## config.mk

```make
export PLATFORM = sky130hd
export DESIGN_NAME = bbc_top
export DESIGN_NICKNAME = d
export VERILOG_FILES = /design/src/include/bbc_pkg.sv /design/src/rtl/bbc_sync.sv /design/src/rtl/bbc_cfg_regs.sv /design/src/rtl/bbc_top.sv
export SDC_FILE = /design/constraint.sdc
export NUM_CORES = 1
export LEC_CHECK = 0
export ABC_AREA = 1
export BUFFER_PORTS_ARGS = -buffer_cell sky130_fd_sc_hd__buf_4
export CORE_UTILIZATION = 50
export CTS_CLUSTER_DIAMETER = 120
export DETAILED_ROUTE_END_ITERATION = 6
export PLACE_DENSITY = 0.67
export SETUP_SLACK_MARGIN = 0.5
export SYNTH_ARGS = -nofsm -noshare
export SYNTH_HDL_FRONTEND = slang
export SYNTH_SLANG_ARGS = --single-unit
```

## constraint.sdc

```tcl
create_clock -name SYS_CLK -period 1.5 [get_ports SYS_CLK]
set_input_delay 0 -clock SYS_CLK [delete_from_list [all_inputs] [get_ports SYS_CLK]]
set_output_delay 0 -clock SYS_CLK [all_outputs]
set_load 0.03 [all_outputs]
```

## src/include/bbc_pkg.sv

```systemverilog
// Purpose: Shared constants and types for the buck-boost configuration register bank
// Assumes: Byte-wide registers reached through the serial management target
// Notes: Field positions and reset values are used by the bank and by the top

package bbc_pkg;

    localparam logic [7:0] OFS_FB_DRV = 8'hd8;
    localparam logic [7:0] OFS_CUR_WIN = 8'hd9;
    localparam logic [7:0] OFS_OVP = 8'hda;

    localparam logic [7:0] RST_FB_DRV = 8'h84;
    localparam logic [7:0] RST_CUR_WIN = 8'h2c;
    localparam logic [7:0] RST_OVP = 8'hff;

    // Bits that hold state; the rest read as zero
    localparam logic [7:0] MASK_FB_DRV = 8'hff;
    localparam logic [7:0] MASK_CUR_WIN = 8'h3f;
    localparam logic [7:0] MASK_OVP = 8'hff;

    localparam int FB_DIV_BIT = 7;
    localparam int CDC_EN_BIT = 6;
    localparam int GAIN_LSB = 4;
    localparam int SEQ_LSB = 2;
    localparam int SUP_LSB = 0;
    localparam int CUR_SEL_BIT = 5;
    localparam int WIN_LSB = 0;

    localparam logic [3:0] BYTE_BITS = 4'h8;
    localparam logic [3:0] LAST_BIT = 4'h7;

    typedef struct packed {
        logic feedback_divider_select;
        logic cable_comp_enable;
        logic [1:0] cable_comp_gain;
        logic [1:0] aux_driver_sequence;
        logic [1:0] aux_driver_supply;
        logic current_set_pin_select;
        logic [4:0] window_low_threshold;
        logic [7:0] input_ovp_threshold;
    } bbc_cfg_t;

    typedef struct packed {
        logic en;
        logic [7:0] addr;
        logic [7:0] data;
    } bbc_wr_t;

    typedef enum logic [3:0] {
        ST_IDLE = 4'h0,
        ST_ADDR = 4'h1,
        ST_ADDR_ACK = 4'h3,
        ST_REG = 4'h2,
        ST_REG_ACK = 4'h6,
        ST_WDATA = 4'h7,
        ST_WDATA_ACK = 4'h5,
        ST_RDATA = 4'h4,
        ST_RDATA_ACK = 4'hc
    } bbc_state_t;

    function automatic logic is_mapped(logic [7:0] a);
        is_mapped = (a == OFS_FB_DRV) || (a == OFS_CUR_WIN) || (a == OFS_OVP);
    endfunction

endpackage

```

## src/rtl/bbc_sync.sv

```systemverilog
// Purpose: Two-stage synchroniser for asynchronous pin inputs
// Assumes: Each bit is an independent level
// Notes: Only the second stage may be read by other logic
`timescale 1ns/1ns

module bbc_sync #(
    parameter int W = 2
) (
    input wire logic clk,
    input wire logic nrst,
    input wire logic [W-1:0] d,
    output logic [W-1:0] q
);

    logic [W-1:0] meta_q;

    if (W < 1) begin : g_chk
        $error("bbc_sync needs a width of at least one");
    end

    // Idle level of an open-drain bus is high
    always_ff @(posedge clk or negedge nrst) begin
        if (!nrst) begin
            meta_q <= '1;
            q <= '1;
        end else begin
            meta_q <= d;
            q <= meta_q;
        end
    end

endmodule

```

## src/rtl/bbc_cfg_regs.sv

```systemverilog
// Purpose: The three configuration registers with reset values and read mux
// Assumes: One write strobe per byte from the serial target
// Notes: Unimplemented bits are masked on write so they always read zero
`timescale 1ns/1ns

module bbc_cfg_regs (
    input wire logic clk,
    input wire logic nrst,
    input wire bbc_pkg::bbc_wr_t wr,
    input wire logic [7:0] rd_addr,
    output logic [7:0] rd_data,
    output bbc_pkg::bbc_cfg_t cfg
);

    logic [7:0] fb_drv_q;
    logic [7:0] cur_win_q;
    logic [7:0] ovp_q;

    always_ff @(posedge clk or negedge nrst) begin
        if (!nrst) begin
            fb_drv_q <= bbc_pkg::RST_FB_DRV;
            cur_win_q <= bbc_pkg::RST_CUR_WIN;
            ovp_q <= bbc_pkg::RST_OVP;
        end else if (wr.en) begin
            if (wr.addr == bbc_pkg::OFS_FB_DRV) begin
                fb_drv_q <= wr.data & bbc_pkg::MASK_FB_DRV;
            end
            if (wr.addr == bbc_pkg::OFS_CUR_WIN) begin
                cur_win_q <= wr.data & bbc_pkg::MASK_CUR_WIN;
            end
            if (wr.addr == bbc_pkg::OFS_OVP) begin
                ovp_q <= wr.data & bbc_pkg::MASK_OVP;
            end
        end
    end

    always_comb begin
        case (rd_addr)
            bbc_pkg::OFS_FB_DRV: rd_data = fb_drv_q;
            bbc_pkg::OFS_CUR_WIN: rd_data = cur_win_q & bbc_pkg::MASK_CUR_WIN;
            bbc_pkg::OFS_OVP: rd_data = ovp_q;
            default: rd_data = 8'h00;
        endcase
    end

    assign cfg.feedback_divider_select = fb_drv_q[bbc_pkg::FB_DIV_BIT];
    assign cfg.cable_comp_enable = fb_drv_q[bbc_pkg::CDC_EN_BIT];
    assign cfg.cable_comp_gain = fb_drv_q[bbc_pkg::GAIN_LSB +: 2];
    assign cfg.aux_driver_sequence = fb_drv_q[bbc_pkg::SEQ_LSB +: 2];
    assign cfg.aux_driver_supply = fb_drv_q[bbc_pkg::SUP_LSB +: 2];
    assign cfg.current_set_pin_select = cur_win_q[bbc_pkg::CUR_SEL_BIT];
    assign cfg.window_low_threshold = cur_win_q[bbc_pkg::WIN_LSB +: 5];
    assign cfg.input_ovp_threshold = ovp_q;

endmodule

```

## src/rtl/bbc_top.sv

```systemverilog
// Purpose: Buck-boost configuration bank behind a serial management target
// Assumes: Host drives SCL; target never stretches the clock
// Notes: Single pointer byte per transaction; pointer does not advance
`timescale 1ns/1ns

module bbc_top #(
    parameter logic [6:0] DEV_ADDR = 7'h2a
) (
    input wire logic SYS_CLK,
    input wire logic NRST,
    input wire logic SCL_IN,
    input wire logic SDA_IN,
    output logic SDA_OUT,
    output logic SDA_OE,
    output logic FEEDBACK_DIVIDER_SELECT,
    output logic CABLE_COMP_ENABLE,
    output logic [1:0] CABLE_COMP_GAIN,
    output logic [1:0] AUX_DRIVER_SEQUENCE,
    output logic [1:0] AUX_DRIVER_SUPPLY,
    output logic CURRENT_SET_PIN_SELECT,
    output logic [4:0] WINDOW_LOW_THRESHOLD,
    output logic [7:0] INPUT_OVP_THRESHOLD
);

    if (DEV_ADDR < 7'h08 || DEV_ADDR > 7'h77) begin : g_chk
        $error("DEV_ADDR falls in a reserved target address range");
    end

    bbc_pkg::bbc_state_t state_q;
    bbc_pkg::bbc_wr_t wr_q;
    bbc_pkg::bbc_cfg_t cfg;
    logic [1:0] pins_s;
    logic scl_s;
    logic sda_s;
    logic scl_d_q;
    logic sda_d_q;
    logic scl_rise;
    logic scl_fall;
    logic start_seen;
    logic stop_seen;
    logic [3:0] cnt_q;
    logic [7:0] shift_q;
    logic [7:0] ptr_q;
    logic rw_q;
    logic mack_q;
    logic sda_oe_q;
    logic sda_o_q;
    logic [7:0] rd_data;

    bbc_sync #(.W(2)) u_sync (
        .clk(SYS_CLK),
        .nrst(NRST),
        .d({SCL_IN, SDA_IN}),
        .q(pins_s)
    );

    assign scl_s = pins_s[1];
    assign sda_s = pins_s[0];

    bbc_cfg_regs u_regs (
        .clk(SYS_CLK),
        .nrst(NRST),
        .wr(wr_q),
        .rd_addr(ptr_q),
        .rd_data(rd_data),
        .cfg(cfg)
    );

    // Delayed copies for edge and bus condition detection
    always_ff @(posedge SYS_CLK or negedge NRST) begin
        if (!NRST) begin
            scl_d_q <= 1'b1;
            sda_d_q <= 1'b1;
        end else begin
            scl_d_q <= scl_s;
            sda_d_q <= sda_s;
        end
    end

    assign scl_rise = scl_s & ~scl_d_q;
    assign scl_fall = ~scl_s & scl_d_q;
    assign start_seen = scl_s & scl_d_q & sda_d_q & ~sda_s;
    assign stop_seen = scl_s & scl_d_q & ~sda_d_q & sda_s;

    // Open drain: the pad only ever pulls low
    always_ff @(posedge SYS_CLK or negedge NRST) begin
        if (!NRST) begin
            sda_o_q <= 1'b0;
        end else begin
            sda_o_q <= 1'b0;
        end
    end

    always_ff @(posedge SYS_CLK or negedge NRST) begin
        if (!NRST) begin
            state_q <= bbc_pkg::ST_IDLE;
            cnt_q <= 4'h0;
            shift_q <= 8'h00;
            ptr_q <= 8'h00;
            rw_q <= 1'b0;
            mack_q <= 1'b0;
            sda_oe_q <= 1'b0;
            wr_q <= '0;
        end else begin
            wr_q.en <= 1'b0;
            if (stop_seen) begin
                state_q <= bbc_pkg::ST_IDLE;
                sda_oe_q <= 1'b0;
            end else if (start_seen) begin
                // Repeated start keeps the pointer for a following read
                state_q <= bbc_pkg::ST_ADDR;
                cnt_q <= 4'h0;
                sda_oe_q <= 1'b0;
            end else begin
                case (state_q)
                    bbc_pkg::ST_IDLE: begin
                        sda_oe_q <= 1'b0;
                    end
                    bbc_pkg::ST_ADDR, bbc_pkg::ST_REG, bbc_pkg::ST_WDATA: begin
                        if (scl_rise && cnt_q != bbc_pkg::BYTE_BITS) begin
                            shift_q <= {shift_q[6:0], sda_s};
                            cnt_q <= cnt_q + 4'h1;
                        end else if (scl_fall && cnt_q == bbc_pkg::BYTE_BITS) begin
                            cnt_q <= 4'h0;
                            sda_oe_q <= 1'b1;
                            if (state_q == bbc_pkg::ST_ADDR) begin
                                if (shift_q[7:1] == DEV_ADDR) begin
                                    rw_q <= shift_q[0];
                                    state_q <= bbc_pkg::ST_ADDR_ACK;
                                end else begin
                                    sda_oe_q <= 1'b0;
                                    state_q <= bbc_pkg::ST_IDLE;
                                end
                            end else if (state_q == bbc_pkg::ST_REG) begin
                                ptr_q <= shift_q;
                                state_q <= bbc_pkg::ST_REG_ACK;
                            end else begin
                                // Byte complete: apply it now
                                wr_q.en <= 1'b1;
                                wr_q.addr <= ptr_q;
                                wr_q.data <= shift_q;
                                state_q <= bbc_pkg::ST_WDATA_ACK;
                            end
                        end
                    end
                    bbc_pkg::ST_ADDR_ACK: begin
                        if (scl_fall) begin
                            if (rw_q) begin
                                shift_q <= rd_data;
                                sda_oe_q <= ~rd_data[7];
                                state_q <= bbc_pkg::ST_RDATA;
                            end else begin
                                sda_oe_q <= 1'b0;
                                state_q <= bbc_pkg::ST_REG;
                            end
                        end
                    end
                    bbc_pkg::ST_REG_ACK, bbc_pkg::ST_WDATA_ACK: begin
                        if (scl_fall) begin
                            sda_oe_q <= 1'b0;
                            state_q <= bbc_pkg::ST_WDATA;
                        end
                    end
                    bbc_pkg::ST_RDATA: begin
                        if (scl_fall) begin
                            if (cnt_q == bbc_pkg::LAST_BIT) begin
                                cnt_q <= 4'h0;
                                sda_oe_q <= 1'b0;
                                state_q <= bbc_pkg::ST_RDATA_ACK;
                            end else begin
                                cnt_q <= cnt_q + 4'h1;
                                shift_q <= {shift_q[6:0], 1'b0};
                                sda_oe_q <= ~shift_q[6];
                            end
                        end
                    end
                    bbc_pkg::ST_RDATA_ACK: begin
                        if (scl_rise) begin
                            mack_q <= ~sda_s;
                        end else if (scl_fall) begin
                            if (mack_q) begin
                                // Same register again; pointer does not advance
                                shift_q <= rd_data;
                                sda_oe_q <= ~rd_data[7];
                                state_q <= bbc_pkg::ST_RDATA;
                            end else begin
                                state_q <= bbc_pkg::ST_IDLE;
                            end
                        end
                    end
                    default: begin
                        sda_oe_q <= 1'b0;
                        state_q <= bbc_pkg::ST_IDLE;
                    end
                endcase
            end
        end
    end

    assign SDA_OUT = sda_o_q;
    assign SDA_OE = sda_oe_q;
    assign FEEDBACK_DIVIDER_SELECT = cfg.feedback_divider_select;
    assign CABLE_COMP_ENABLE = cfg.cable_comp_enable;
    assign CABLE_COMP_GAIN = cfg.cable_comp_gain;
    assign AUX_DRIVER_SEQUENCE = cfg.aux_driver_sequence;
    assign AUX_DRIVER_SUPPLY = cfg.aux_driver_supply;
    assign CURRENT_SET_PIN_SELECT = cfg.current_set_pin_select;
    assign WINDOW_LOW_THRESHOLD = cfg.window_low_threshold;
    assign INPUT_OVP_THRESHOLD = cfg.input_ovp_threshold;

    // Checks: a first-cycle marker lets reset values be seen after release
    logic first_q;
    always_ff @(posedge SYS_CLK or negedge NRST) begin
        if (!NRST) begin
            first_q <= 1'b1;
        end else begin
            first_q <= 1'b0;
        end
    end
endmodule

```

After elaboration in Yosys (flattened, before gate mapping)
Cells that the tools add are included.

Input port bits: 4. Word-level logic and storage cells: 146. Flip-flop bits (word level): 72. Output and inout port bits: 24.

Add/sub/neg operators: 1. Bitwise operators: 18. Multiplexer cells: 54. Reduce and logical (&&, ||, !) cells: 18. Equal/unequal tests: 38.

Operators with widths (count): two-way mux 17 bit (7); two-way mux 4 bit (16); two-way mux 8 bit (8); == test 8 bit, second input constant (6); inequality test 4 bit, second input constant (11); case mux 8 bit (4 select lines) (1); case mux 4 bit (6 select lines) (1); case mux 8 bit (3 select lines) (1); AND reduction 7 bit (3); == test 4 x 3 -> 1 bit, second input constant (5); inequality test 2 bit, second input constant (8); two-way mux 1 bit (14); inverter 1 bit (11); AND reduction 11 bit (1); AND reduction 9 bit (1); == test 4 x 2 -> 1 bit, second input constant (2); == test 4 bit, second input constant (2); case mux 4 bit (2 select lines) (1); AND reduction 4 bit (2); AND reduction 8 bit (1); AND 1 bit (7); == test 7 x 6 -> 1 bit, second input constant (1); two-way mux 3 bit (2); inequality test 3 bit, second input constant (2); other kinds (11) (15).

Depth between registers and ports, before layout
Gate-level depths: netlist of run 1.

Depth after elaboration: 9. Mapped depth: 11. Depth with buffers taken out: 11.

By module
From an unflattened synthesis of run 1, not the netlist that was laid out.

Cell total of the unflattened synthesis: 494. Area, all modules: 3782.4 sq um.

By module, submodules not included: bbc_top (instances 1, area each 2459.9 sq um, cells an instance 336, seq. area each 1153.6 sq um); bbc_cfg_regs (instances 1, area each 1217.4 sq um, cells an instance 154, seq. area each 566.8 sq um); bbc_sync (instances 1, area each 105.1 sq um, cells an instance 4, seq. area each 105.1 sq um).

Worst setup path after synthesis of run 1
OpenSTA, ideal clock, no wires.

Path kind: reg-to-reg. From: register u_sync.q[0]. To: register shift_q[0]. Setup time: 117 ps. Slack: 82 ps. Buffers on the path: 0. Clock period less this slack: 1418 ps. Required time: 1383 ps. Stages on the path, launching flop included: 8. Data arrival time: 1301 ps. Path through: dfstp_2 -> nor2_1 -> nand2_2 -> nand2_1 -> a21oi_2 -> nand4_2 -> nand2_1 -> nand2_1.

Cells in the longest elaborated chain, start to end: 4. Elaborated cells between the ends (all ways): 8. Classes of those cells: mux (2); bitwise (5); reduce/logical (1).

RTL lines: from (decl) (line bbc_sync.sv:12) `output logic [W-1:0] q`; from (signal assigned) (line bbc_sync.sv:28) `q <= meta_q;`; inverter 1 bit (line bbc_top.sv:82) `assign start_seen = scl_s & scl_d_q & sda_d_q & ~sda_s;`; AND 1 bit (line bbc_top.sv:82); inverter 1 bit (no line); AND reduction 11 bit (no line); to (signal assigned) (line bbc_top.sv:121) `shift_q <= {shift_q[6:0], sda_s};`; to (signal assigned) (line bbc_top.sv:149) `shift_q <= rd_data;`; to (signal assigned) (line bbc_top.sv:172) `shift_q <= {shift_q[6:0], 1'b0};`; to (decl) (line bbc_top.sv:42) `logic [7:0] shift_q;`.

Several ways; a longest one is shown, not always the timed one. The select of a mux whose other input is x is not followed. A chain may end at the register's enable or synchronous reset.

Worst setup path after layout of run 1
From: register scl_d_q. To: register shift_q[3].

Cells in the longest elaborated chain, start to end: 5. Elaborated cells between the ends (all ways): 17. Classes of those cells: eq/ne (5); bitwise (10); reduce/logical (2).

RTL lines: from (decl) (line bbc_top.sv:35) `logic scl_d_q;`; from (signal assigned) (line bbc_top.sv:75) `scl_d_q <= scl_s;`; inverter 1 bit or AND 1 bit (tied branches) (line bbc_top.sv:80, bbc_top.sv:82, bbc_top.sv:83); AND 1 bit, on equally long branches (line bbc_top.sv:80, bbc_top.sv:82, bbc_top.sv:83); logical AND 1 bit, or another cell as far along (line bbc_top.sv:120) `if (scl_rise && cnt_q != bbc_pkg::BYTE_BITS) begin`; inequality test 2 bit (no line) or inverter 1 bit (tied branches); AND reduction 11 bit (no line) *.

Mark *: on every way between the ends. The rest lies on a longest branch, timed or not.

==> results of run 1 <==
==> Yosys cell counts <==
cell and instances:
o21ai_0 45, nor2_1 28, dfstp_2 19, a21oi_1 4, xor2_1 2, nor2_2 3
o21ai_1 4, inv_2 8, buf_2 5, buf_4 1, nor3_1 3, inv_1 45
dfrtp_1 53, nand4_2 3, clkbuf_1 3, nor2_4 5, ha_1 2, a21oi_2 1
o211ai_1 1, nand2_1 168, nand2_2 9, nand4_1 10, nand3_1 55, conb_1 1
nand3_2 1
==> flip-flops by register name, summed over array words and instances, names as in the netlist <==
| register | cells |
|---|---|
| rw_q | 1 |
| u_sync.q | 2 |
| u_regs.ovp_q | 8 |
| mack_q | 1 |
| u_sync.meta_q | 2 |
| u_regs.cur_win_q | 6 |
| sda_d_q | 1 |
| SDA_OE | 1 |
| state_q | 4 |
| shift_q | 8 |
| cnt_q | 4 |
| scl_d_q | 1 |
| wr_q | 17 |
| ptr_q | 8 |
| u_regs.fb_drv_q | 8 |
==> stage by stage <==
| step | worst slack [ns] | total power, W |
|---|---|---|
| after floorplan | 0.103 | 0.00351 |
| after global placement | -0.0174 | 0.00427 |
| after detailed placement | -0.0708 | 0.00430 |
| after CTS | -0.0464 | 0.00623 |
| after global routing | -0.168 | 0.00695 |
| final | -0.0956 | 0.00651 |
==> cell families (layout without fill, tap and decap cells) <==
kind of cell    after synthesis  after routing  share of synthesized area
simple gates                285            285                      0.346
xor+xnor                      2              2                    0.00478
buf+inv                      62            171                     0.0663
compound gates               55             55                     0.0768
other cells                   1              1                    0.00102
flops                        72             72                      0.498
fa+ha+maj                     2              2                    0.00683
==> timing repair <==
action                                 in CTS  in global routing
pin swaps                                  16                 28
buffers inserted                            6                 12
endpoints found under the hold margin      50                  0
resized for setup                          67                105
setup endpoints to repair                  79                 79
hold buffers                                3                  0
gates cloned                                0                  3
==> path summary, 6_finish.rpt <==
path	start	endpoint	slack, ns	depth (start not counted)
setup / recovery	scl_d_q	shift_q[3]	-0.1	8
hold / removal	NRST	wr_q[11]	0.16	2
setup reg to reg	scl_d_q	shift_q[3]	-0.1	8
hold reg to reg	u_sync.meta_q[0]	u_sync.q[0]	0.36	0
max in group asynchronous	NRST	u_sync.q[0]	0.71	3
min in group SYS_CLK	SDA_IN	u_sync.meta_q[0]	0.32	2
==> metal layers <==
layer,global-route usage,share of wire,up-vias
met5,0,0,-
met3,0.0566,0.049,16
met4,0.0820,0.019,0
li1,-,-,1752
met1,0.360,0.46,1740
met2,0.444,0.47,86
==> cell type report <==
cell class,instances,area share
clock buffers,11,0.0240
clock inverters,5,0.0149
inverters,53,0.0382
multi-input cells,345,0.384
flip-flops and latches,72,0.334
well taps,96,0.0220
repair buffers,102,0.182
==> where the power goes <==
| group | internal [W] | switching, W |
|---|---|---|
| combinational | 0.00106 | 0.00144 |
| sequential | 0.00212 | 0.000230 |
| clock | 0.000939 | 0.000724 |
==> metrics.yaml, run 1 <==
routing:
  first_iter_violations: 218
  drc_errors: 0
  antenna_left: 0
  first_pass_iters: 4
  viasPerCell: 5.25
  vias: 3594
  post_drt_wl_per_cell_um: 14.7
  wl_mm: 10.1
sta:
  skew_ns: 0.00845
  finalHoldViolations: 0
  min_period_ns: 1.60
  whs_ns: 0.161
  finalSetupViolCount: 38
  fin_setup_tns_ns: -1.67
  finalCritPeriodShare: 1.06
  setup_ws_ns: -0.0956
  rsz0062_at_grt: "true"
  max_freq_mhz: 627
  drv_slew: 0
setup_path:
  cp_slowest_cell: "dfstp_2"
  crit_arrival_ns: 1.87
  path_delay_family: "simple AND/OR/NAND/NOR gates"
  crit_path_cell_trace: "nor2_2 -> nor2_1 -> nor2_2 -> nor2_4 -> nand3_2 -> nor2_4 -> nand2_1 -> nand2_1"
  worstSetupEndpointType: "flip-flop"
  path_class: "flip-flop to flip-flop"
  cp.required_ns: 1.77
  crit_fanout: 8
  crit_buf_inv: 0
  start_kind: "flip-flop"
  max_stage_delay_ns: 0.63
final_layout:
  fill_cells: 488
  final_common_cell: "nand2_1"
  multi_input_area_um2: 2100
  utilization: 0.788
  layout-drive-gt1-share: 0.478
  antenna_cells: 0
  fin_cells: 684
  design_area_um2: 5470
  fin_nets: 589
  final_cell_mix: "nand2_1 (111), buf_4 (64), nand2_2 (57), dfrtp_1 (50), nand3_1 (43)"
  area_growth_pct: 49.3
  seq_area_um2: 1830
power:
  irDropWorstVdd_mv: 0.864
  powerDensity_nw_per_um2: 1190
  power.leakage_nw: 2.61
die:
  die_area_um2: 7670
  design.core.area_um2: 6940
  die_h_um: 87.6
  io_pins: 28
  rows: 30
  chipWidth_um: 87.6
  start_util: 0.528
clocking:
  clockRootBuffer: "clkbuf_8"
  tritoncts: "done"
  clk_path_buf_depth: 2
  clkTransAtPathRegs_ns: 0.08
  clkLatencyLatePin_ns: 0.33
  cts_made_buffers: 9
  h-tree-depth: 3
  clock_sinks: 72
yosys:
  netlist_area_um2: 3660
  syn_avg_cell_area_um2: 7.65
  synth_top_area_share: 0.362
  yosysTopAreaCell: "dfrtp_1"
  synth_cell_type_count: 25
  synthCells: 479
  synthesis.nets: 485
  synth-seq-cells: 72
  synthTopCellsByArea: "dfrtp_1 (36%), nand2_1 (17%), dfstp_2 (14%)"
  seq_area_frac_synth: 0.498
  yosys_warnings: 0
placement:
  place_area_um2: 4480
  place_congestion: 0.895
  hpwlAfterDp_mm: 6.72
  placed_cells: 644
  port_buffers: 26
worst_hold_path:
  hp-class: "input port to async pin"
global_route:
  grtUsageTotal: 0.270
  first_global_vias: 3441
  grt_max_degree: 35
  grt_pass1_wl_mm: 15.8
  grt_antenna_before_repair: 0
  grt_remaining_overflow: 0
run:
  max_cap_viol_count: 0
status:
  status: "complete, but fails checks"
  violations: "negative setup slack"
No activity file was read; power rests on OpenSTA's default activity.
==> run 2, diff against run 1 <==
- PLACE_DENSITY: 0.67 -> 0.71
- SETUP_SLACK_MARGIN: 0.5 -> 0.2
==> metrics.yaml, run 2 (synthesis gave the netlist of run 1 again) <==
status:
  status: "complete, but fails checks"  # unchanged
  violations: "negative setup slack"  # unchanged
final_layout:
  antenna_cells: 0  # unchanged
  final_common_cell: "nand2_1"  # unchanged
  layout-drive-gt1-share: 0.436  # was 0.478
  largest_reg_flops: 17  # unchanged
  top_register: "wr_q"  # unchanged
  fin_nets: 575  # was 589
  final_cell_mix: "nand2_1 (124), buf_4 (69), dfrtp_1 (49), nand3_1 (45), nand2_2 (41)"  # was nand2_1 (111), buf_4 (64), nand2_2 (57), dfrtp_1 (50), nand3_1 (43)
  area_growth_pct: 41.5  # was 49.3%
global_route:
  grt_max_degree: 46  # was 35
  grt_remaining_overflow: 0  # unchanged
  first_global_vias: 3278  # was 3441
  grt_antenna_before_repair: 0  # unchanged
  grt_pass1_wl_mm: 15.6  # was 15.8 mm
  grtUsageTotal: 0.268  # was 0.270
die:
  die_h_um: 87.6  # unchanged
  start_util: 0.528  # unchanged
  io_pins: 28  # unchanged
  rows: 30  # unchanged
  design.core.area_um2: 6940  # unchanged
  chipWidth_um: 87.6  # unchanged
  die_area_um2: 7670  # unchanged
sta:
  whs_ns: 0.101  # was 0.161 ns
  min_period_ns: 1.61  # was 1.60 ns
  skew_ns: 0.00911  # was 0.00845 ns
  finalCritPeriodShare: 1.08  # was 1.06
  finalHoldViolations: 0  # unchanged
  drv_slew: 0  # unchanged
  setup_ws_ns: -0.114  # was -0.0956 ns
  rsz0062_at_grt: "true"  # unchanged
  finalSetupViolCount: 39  # was 38
  fin_setup_tns_ns: -2.54  # was -1.67 ns
  max_freq_mhz: 619  # was 627 MHz
clocking:
  clkLatencyLatePin_ns: 0.35  # was 0.33 ns
  clockRootBuffer: "clkbuf_8"  # unchanged
  clock_sinks: 72  # unchanged
  clk_path_buf_depth: 2  # unchanged
  clkTransAtPathRegs_ns: 0.08  # about the same
  cts_made_buffers: 9  # unchanged
  tritoncts: "done"  # unchanged
  h-tree-depth: 3  # unchanged
routing:
  first_iter_violations: 226  # was 218
  wl_mm: 10.4  # was 10.1 mm
  post_drt_wl_per_cell_um: 15.5  # was 14.7 µm
  antenna_left: 0  # unchanged
  vias: 3600  # was 3594
  first_pass_iters: 4  # unchanged
  drc_errors: 0  # unchanged
  viasPerCell: 5.37  # was 5.25
setup_path:
  reg2regPathDepth: 9  # was 8
  regToRegSetupSlack_ns: -0.11  # was -0.1 ns
  crit_path_cell_trace: "buf_4 -> nand3_1 -> nand2_2 -> nand2_4 -> nand2_2 -> nand3_2 -> nor2_4 -> nand2_1 -> nand2_1"  # was nor2_2 -> nor2_1 -> nor2_2 -> nor2_4 -> nand3_2 -> nor2_4 -> nand2_1 -> nand2_1
  cp_slowest_cell: "dfstp_2"  # unchanged
  crit_buf_inv: 1  # was 0
  crit_fanout: 9  # was 8
  cp.depth: 9  # was 8
  path_delay_family: "simple AND/OR/NAND/NOR gates"  # unchanged
  start_kind: "flip-flop"  # unchanged
  r2r_end: "state_q[3]"  # was shift_q[3]
  critPathCapture: "state_q[3]"  # was shift_q[3]
  reg2reg_from: "u_sync.q[1]"  # was scl_d_q
  cp.required_ns: 1.79  # was 1.77 ns
  worstSetupEndpointType: "flip-flop"  # unchanged
  crit_arrival_ns: 1.90  # was 1.87 ns
  max_stage_delay_ns: 0.61  # was 0.63 ns
  startpoint: "u_sync.q[1]"  # was scl_d_q
  path_class: "flip-flop to flip-flop"  # unchanged
power:
  powerDensity_nw_per_um2: 1260  # was 1190 nW/µm²
  irDropWorstVdd_mv: 0.906  # was 0.864 mV
  power.leakage_nw: 2.51  # was 2.61 nW
placement:
  port_buffers: 26  # unchanged
  place_congestion: 0.916  # was 0.895
  hpwlAfterDp_mm: 6.66  # was 6.72 mm
worst_hold_path:
  hp-class: "input port to async pin"  # unchanged
run:
  max_cap_viol_count: 0  # unchanged
## run 2: changes by cell type in the layout (fill, tap and decap cells not counted), moves of 5 or more
cell and delta:
o21ai_0 +9, buf_6 -15, o21ai_1 -7, nand2_2 -16, buf_4 +5, nand2_1 +13
## run 2: worst min path at each step
stage | slack (ns) | depth (start not counted) | startpoint | to
finish | 0.10 | 2 | NRST | wr_q[16]
global route | 0.15 | 2 | NRST | wr_q[8]
CTS | 0.11 | 2 | NRST | wr_q[16]
detailed placement | -0.06 | 1 | NRST | wr_q[16]
global placement | -0.06 | 1 | NRST | wr_q[7]
floorplan | -0.30 | 0 | NRST | SDA_OE
## run 2: repair_timing
action                     CTS  global route
hold buffers                 3             0
setup buffers                6             9
pin swaps                   29            17
setup endpoints to repair   46            64
gates cloned                 0             2
gates resized for setup     48           105
hold endpoints to repair    57             0
## run 2: stage by stage
step / utilization / total power, W / worst slack [ns] / instances / instance area, µm²
floorplan: - / 0.00349 / 0.103 / 479 / 3750
global placement: 0.629 / 0.00418 / -0.0443 / 634 / 4370
detailed placement: 0.629 / 0.00422 / -0.0589 / 634 / 4370
CTS: 0.692 / 0.00624 / -0.0529 / 659 / 4810
global route: 0.746 / 0.00681 / -0.211 / 670 / 5180
finish: 0.746 / 0.00651 / -0.114 / 670 / 5180
## run 2: area by class of cell
| cell class | count | area [µm²] |
|---|---|---|
| clock inverter | 5 | 81.3 |
| tap | 96 | 120 |
| fill | 506 | 1760 |
| sequential | 72 | 1830 |
| timing repair buffer | 88 | 781 |
| multi-input combinational | 345 | 2020 |
| clock buffer | 11 | 141 |
| inverter | 53 | 209 |
## run 2: per-layer routing
metal | global-route usage | up-vias | part of all wire
met2 | 0.431 | 119 | 0.49
met5 | 0 | - | 0
met1 | 0.371 | 1745 | 0.45
met3 | 0.0434 | 18 | 0.046
met4 | 0.0894 | 0 | 0.017
li1 | - | 1718 | -
## run 2: power breakdown
| part | switching [W] | leakage [nW] | internal [W] |
|---|---|---|---|
| Clock | 0.000761 | 0.110 | 0.000983 |
| Combinational | 0.00145 | 1.48 | 0.000967 |
| Sequential | 0.000230 | 0.923 | 0.00212 |
| Total | 0.00244 | 2.51 | 0.00407 |
==> run 3, diff against run 2 <==
- PLACE_DENSITY: 0.71 -> not set
- PLACE_DENSITY_LB_ADDON: not set -> 0.1
==> metrics.yaml, run 3 (synthesis gave the netlist of run 1 again) <==
die:
  rows: 30  # unchanged
  design.core.area_um2: 6940  # unchanged
  die_h_um: 87.6  # unchanged
  chipWidth_um: 87.6  # unchanged
  start_util: 0.528  # unchanged
  die_area_um2: 7670  # unchanged
  io_pins: 28  # unchanged
final_layout:
  fin_nets: 580  # was 575
  layout-drive-gt1-share: 0.461  # was 0.436
  seq_area_um2: 1830  # about the same
  antenna_cells: 0  # unchanged
  final_common_cell: "nand2_1"  # unchanged
  multi_input_area_um2: 2150  # was 2020 µm²
  design_area_um2: 5380  # was 5180 µm²
  final_cell_mix: "nand2_1 (118), buf_4 (74), dfrtp_1 (47), nand3_1 (43), inv_1 (37)"  # was nand2_1 (124), buf_4 (69), dfrtp_1 (49), nand3_1 (45), nand2_2 (41)
  area_growth_pct: 46.8  # was 41.5%
  largest_reg_flops: 17  # unchanged
  top_register: "wr_q"  # unchanged
  fill_cells: 473  # was 506
setup_path:
  cp.required_ns: 1.77  # was 1.79 ns
  cp_common_cell: "nor2_4"
  cp_slowest_cell: "dfstp_2"  # unchanged
  crit_buf_inv: 3  # was 1
  start_kind: "flip-flop"  # unchanged
  max_stage_delay_ns: 0.61  # about the same
  worstSetupEndpointType: "flip-flop"  # unchanged
  path_class: "flip-flop to flip-flop"  # unchanged
  path_delay_family: "flip-flops"  # was simple AND/OR/NAND/NOR gates
  crit_arrival_ns: 1.88  # was 1.90 ns
  crit_fanout: 7  # was 9
  crit_path_cell_trace: "nand2_4 -> nor2_4 -> inv_4 -> nor2_4 -> buf_12 -> clkbuf_16 -> nand2_2 -> o21ai_1"  # was buf_4 -> nand3_1 -> nand2_2 -> nand2_4 -> nand2_2 -> nand3_2 -> nor2_4 -> nand2_1 -> nand2_1
global_route:
  grtUsageTotal: 0.264  # was 0.268
  grt_max_degree: 39  # was 46
  first_global_vias: 3225  # was 3278
  grt_antenna_before_repair: 0  # unchanged
  grt_remaining_overflow: 0  # unchanged
  grt_pass1_wl_mm: 15.4  # was 15.6 mm
routing:
  vias: 3540  # was 3600
  wl_mm: 10.3  # was 10.4 mm
  drc_errors: 0  # unchanged
  viasPerCell: 5.24  # was 5.37
  post_drt_wl_per_cell_um: 15.2  # was 15.5 µm
  antenna_left: 0  # unchanged
  first_pass_iters: 4  # unchanged
  first_iter_violations: 205  # was 226
placement:
  post-place-ws_ns: -0.0602  # was -0.0589 ns
  place_congestion: 0.927  # was 0.916
  hpwlAfterDp_mm: 6.64  # was 6.66 mm
  place_area_um2: 4350  # was 4370 µm²
  port_buffers: 26  # unchanged
status:
  status: "complete, but fails checks"  # unchanged
  violations: "negative setup slack"  # unchanged
run:
  max_cap_viol_count: 0  # unchanged
clocking:
  clock_sinks: 72  # unchanged
  tritoncts: "done"  # unchanged
  clk_path_buf_depth: 2  # unchanged
  h-tree-depth: 3  # unchanged
  clkLatencyLatePin_ns: 0.35  # about the same
  clockRootBuffer: "clkbuf_8"  # unchanged
  cts_made_buffers: 9  # unchanged
  clkTransAtPathRegs_ns: 0.08  # about the same
sta:
  setup_ws_ns: -0.112  # was -0.114 ns
  min_period_ns: 1.61  # about the same
  drv_slew: 0  # unchanged
  finalHoldViolations: 0  # unchanged
  finalCritPeriodShare: 1.07  # was 1.08
  rsz0062_at_grt: "true"  # unchanged
  max_freq_mhz: 620  # was 619 MHz
  skew_ns: 0.00994  # was 0.00911 ns
  finalSetupViolCount: 34  # was 39
worst_hold_path:
  hp-class: "input port to async pin"  # unchanged
power:
  power.leakage_nw: 2.65  # was 2.51 nW
  powerDensity_nw_per_um2: 1210  # was 1260 nW/µm²
  irDropWorstVdd_mv: 0.839  # was 0.906 mV
## run 3: cell types whose count changed in the layout (fill, tap and decap cells not counted), sizes merged
cell,before,now
clkbuf,12,13
inv,53,54
bufinv,2,1
clkinvlp,1,2
buf,84,86
nand2,177,178
## run 3: stage by stage
stage | setup TNS [ns] | util | hold WS (ns) | cells | power [W]
2_1_floorplan | 0 | - | -0.296 | 479 | 0.00349
3_3_place_gp | -0.152 | 0.626 | -0.00921 | 630 | 0.00423
3_5_place_dp | -0.569 | 0.626 | -0.00498 | 630 | 0.00426
4_1_cts | -0.296 | 0.689 | 0.170 | 657 | 0.00609
5_1_grt | -5.05 | 0.774 | 0.202 | 675 | 0.00687
6_report | -1.98 | 0.774 | 0.160 | 675 | 0.00652
## run 3: path summary, 6_finish.rpt
check                            startpoint                 end  slack [ns]  cells past startpoint
min in group SYS_CLK                 SDA_IN    u_sync.meta_q[0]        0.31                      2
min                                    NRST  u_regs.fb_drv_q[0]        0.16                      2
max                                 scl_d_q             wr_q[1]       -0.11                      8
max reg2reg                         scl_d_q             wr_q[1]       -0.11                      8
max in group asynchronous              NRST     u_regs.ovp_q[6]        0.71                      3
min reg2reg                u_sync.meta_q[1]         u_sync.q[1]        0.36                      0
## run 3: timing repair
item,in CTS,in global routing
hold buffers,3,0
resized for setup,40,148
buffers inserted,7,13
pin swaps,14,24
gates cloned,1,5
endpoints found under the setup margin,44,66
endpoints found under the hold margin,54,0
## run 3: per-layer routing
| layer | track usage | share of wire |
|---|---|---|
| met4 | 0.0835 | 0.012 |
| met2 | 0.423 | 0.48 |
| met5 | 0 | 0 |
| met3 | 0.0415 | 0.038 |
| met1 | 0.369 | 0.47 |
## run 3: layout make-up
cell class | instances | share of cell area
clock buffers | 10 | 0.0256
inverters | 53 | 0.0389
multi-input cells | 346 | 0.400
flip-flops and latches | 72 | 0.341
well taps | 96 | 0.0223
repair buffers | 92 | 0.160
clock inverters | 6 | 0.0126
## run 3: power breakdown
group | switching, W | internal (W)
sequential | 0.000245 | 0.00212
combinational | 0.00151 | 0.00107
clock | 0.000752 | 0.000819
total | 0.00250 | 0.00401
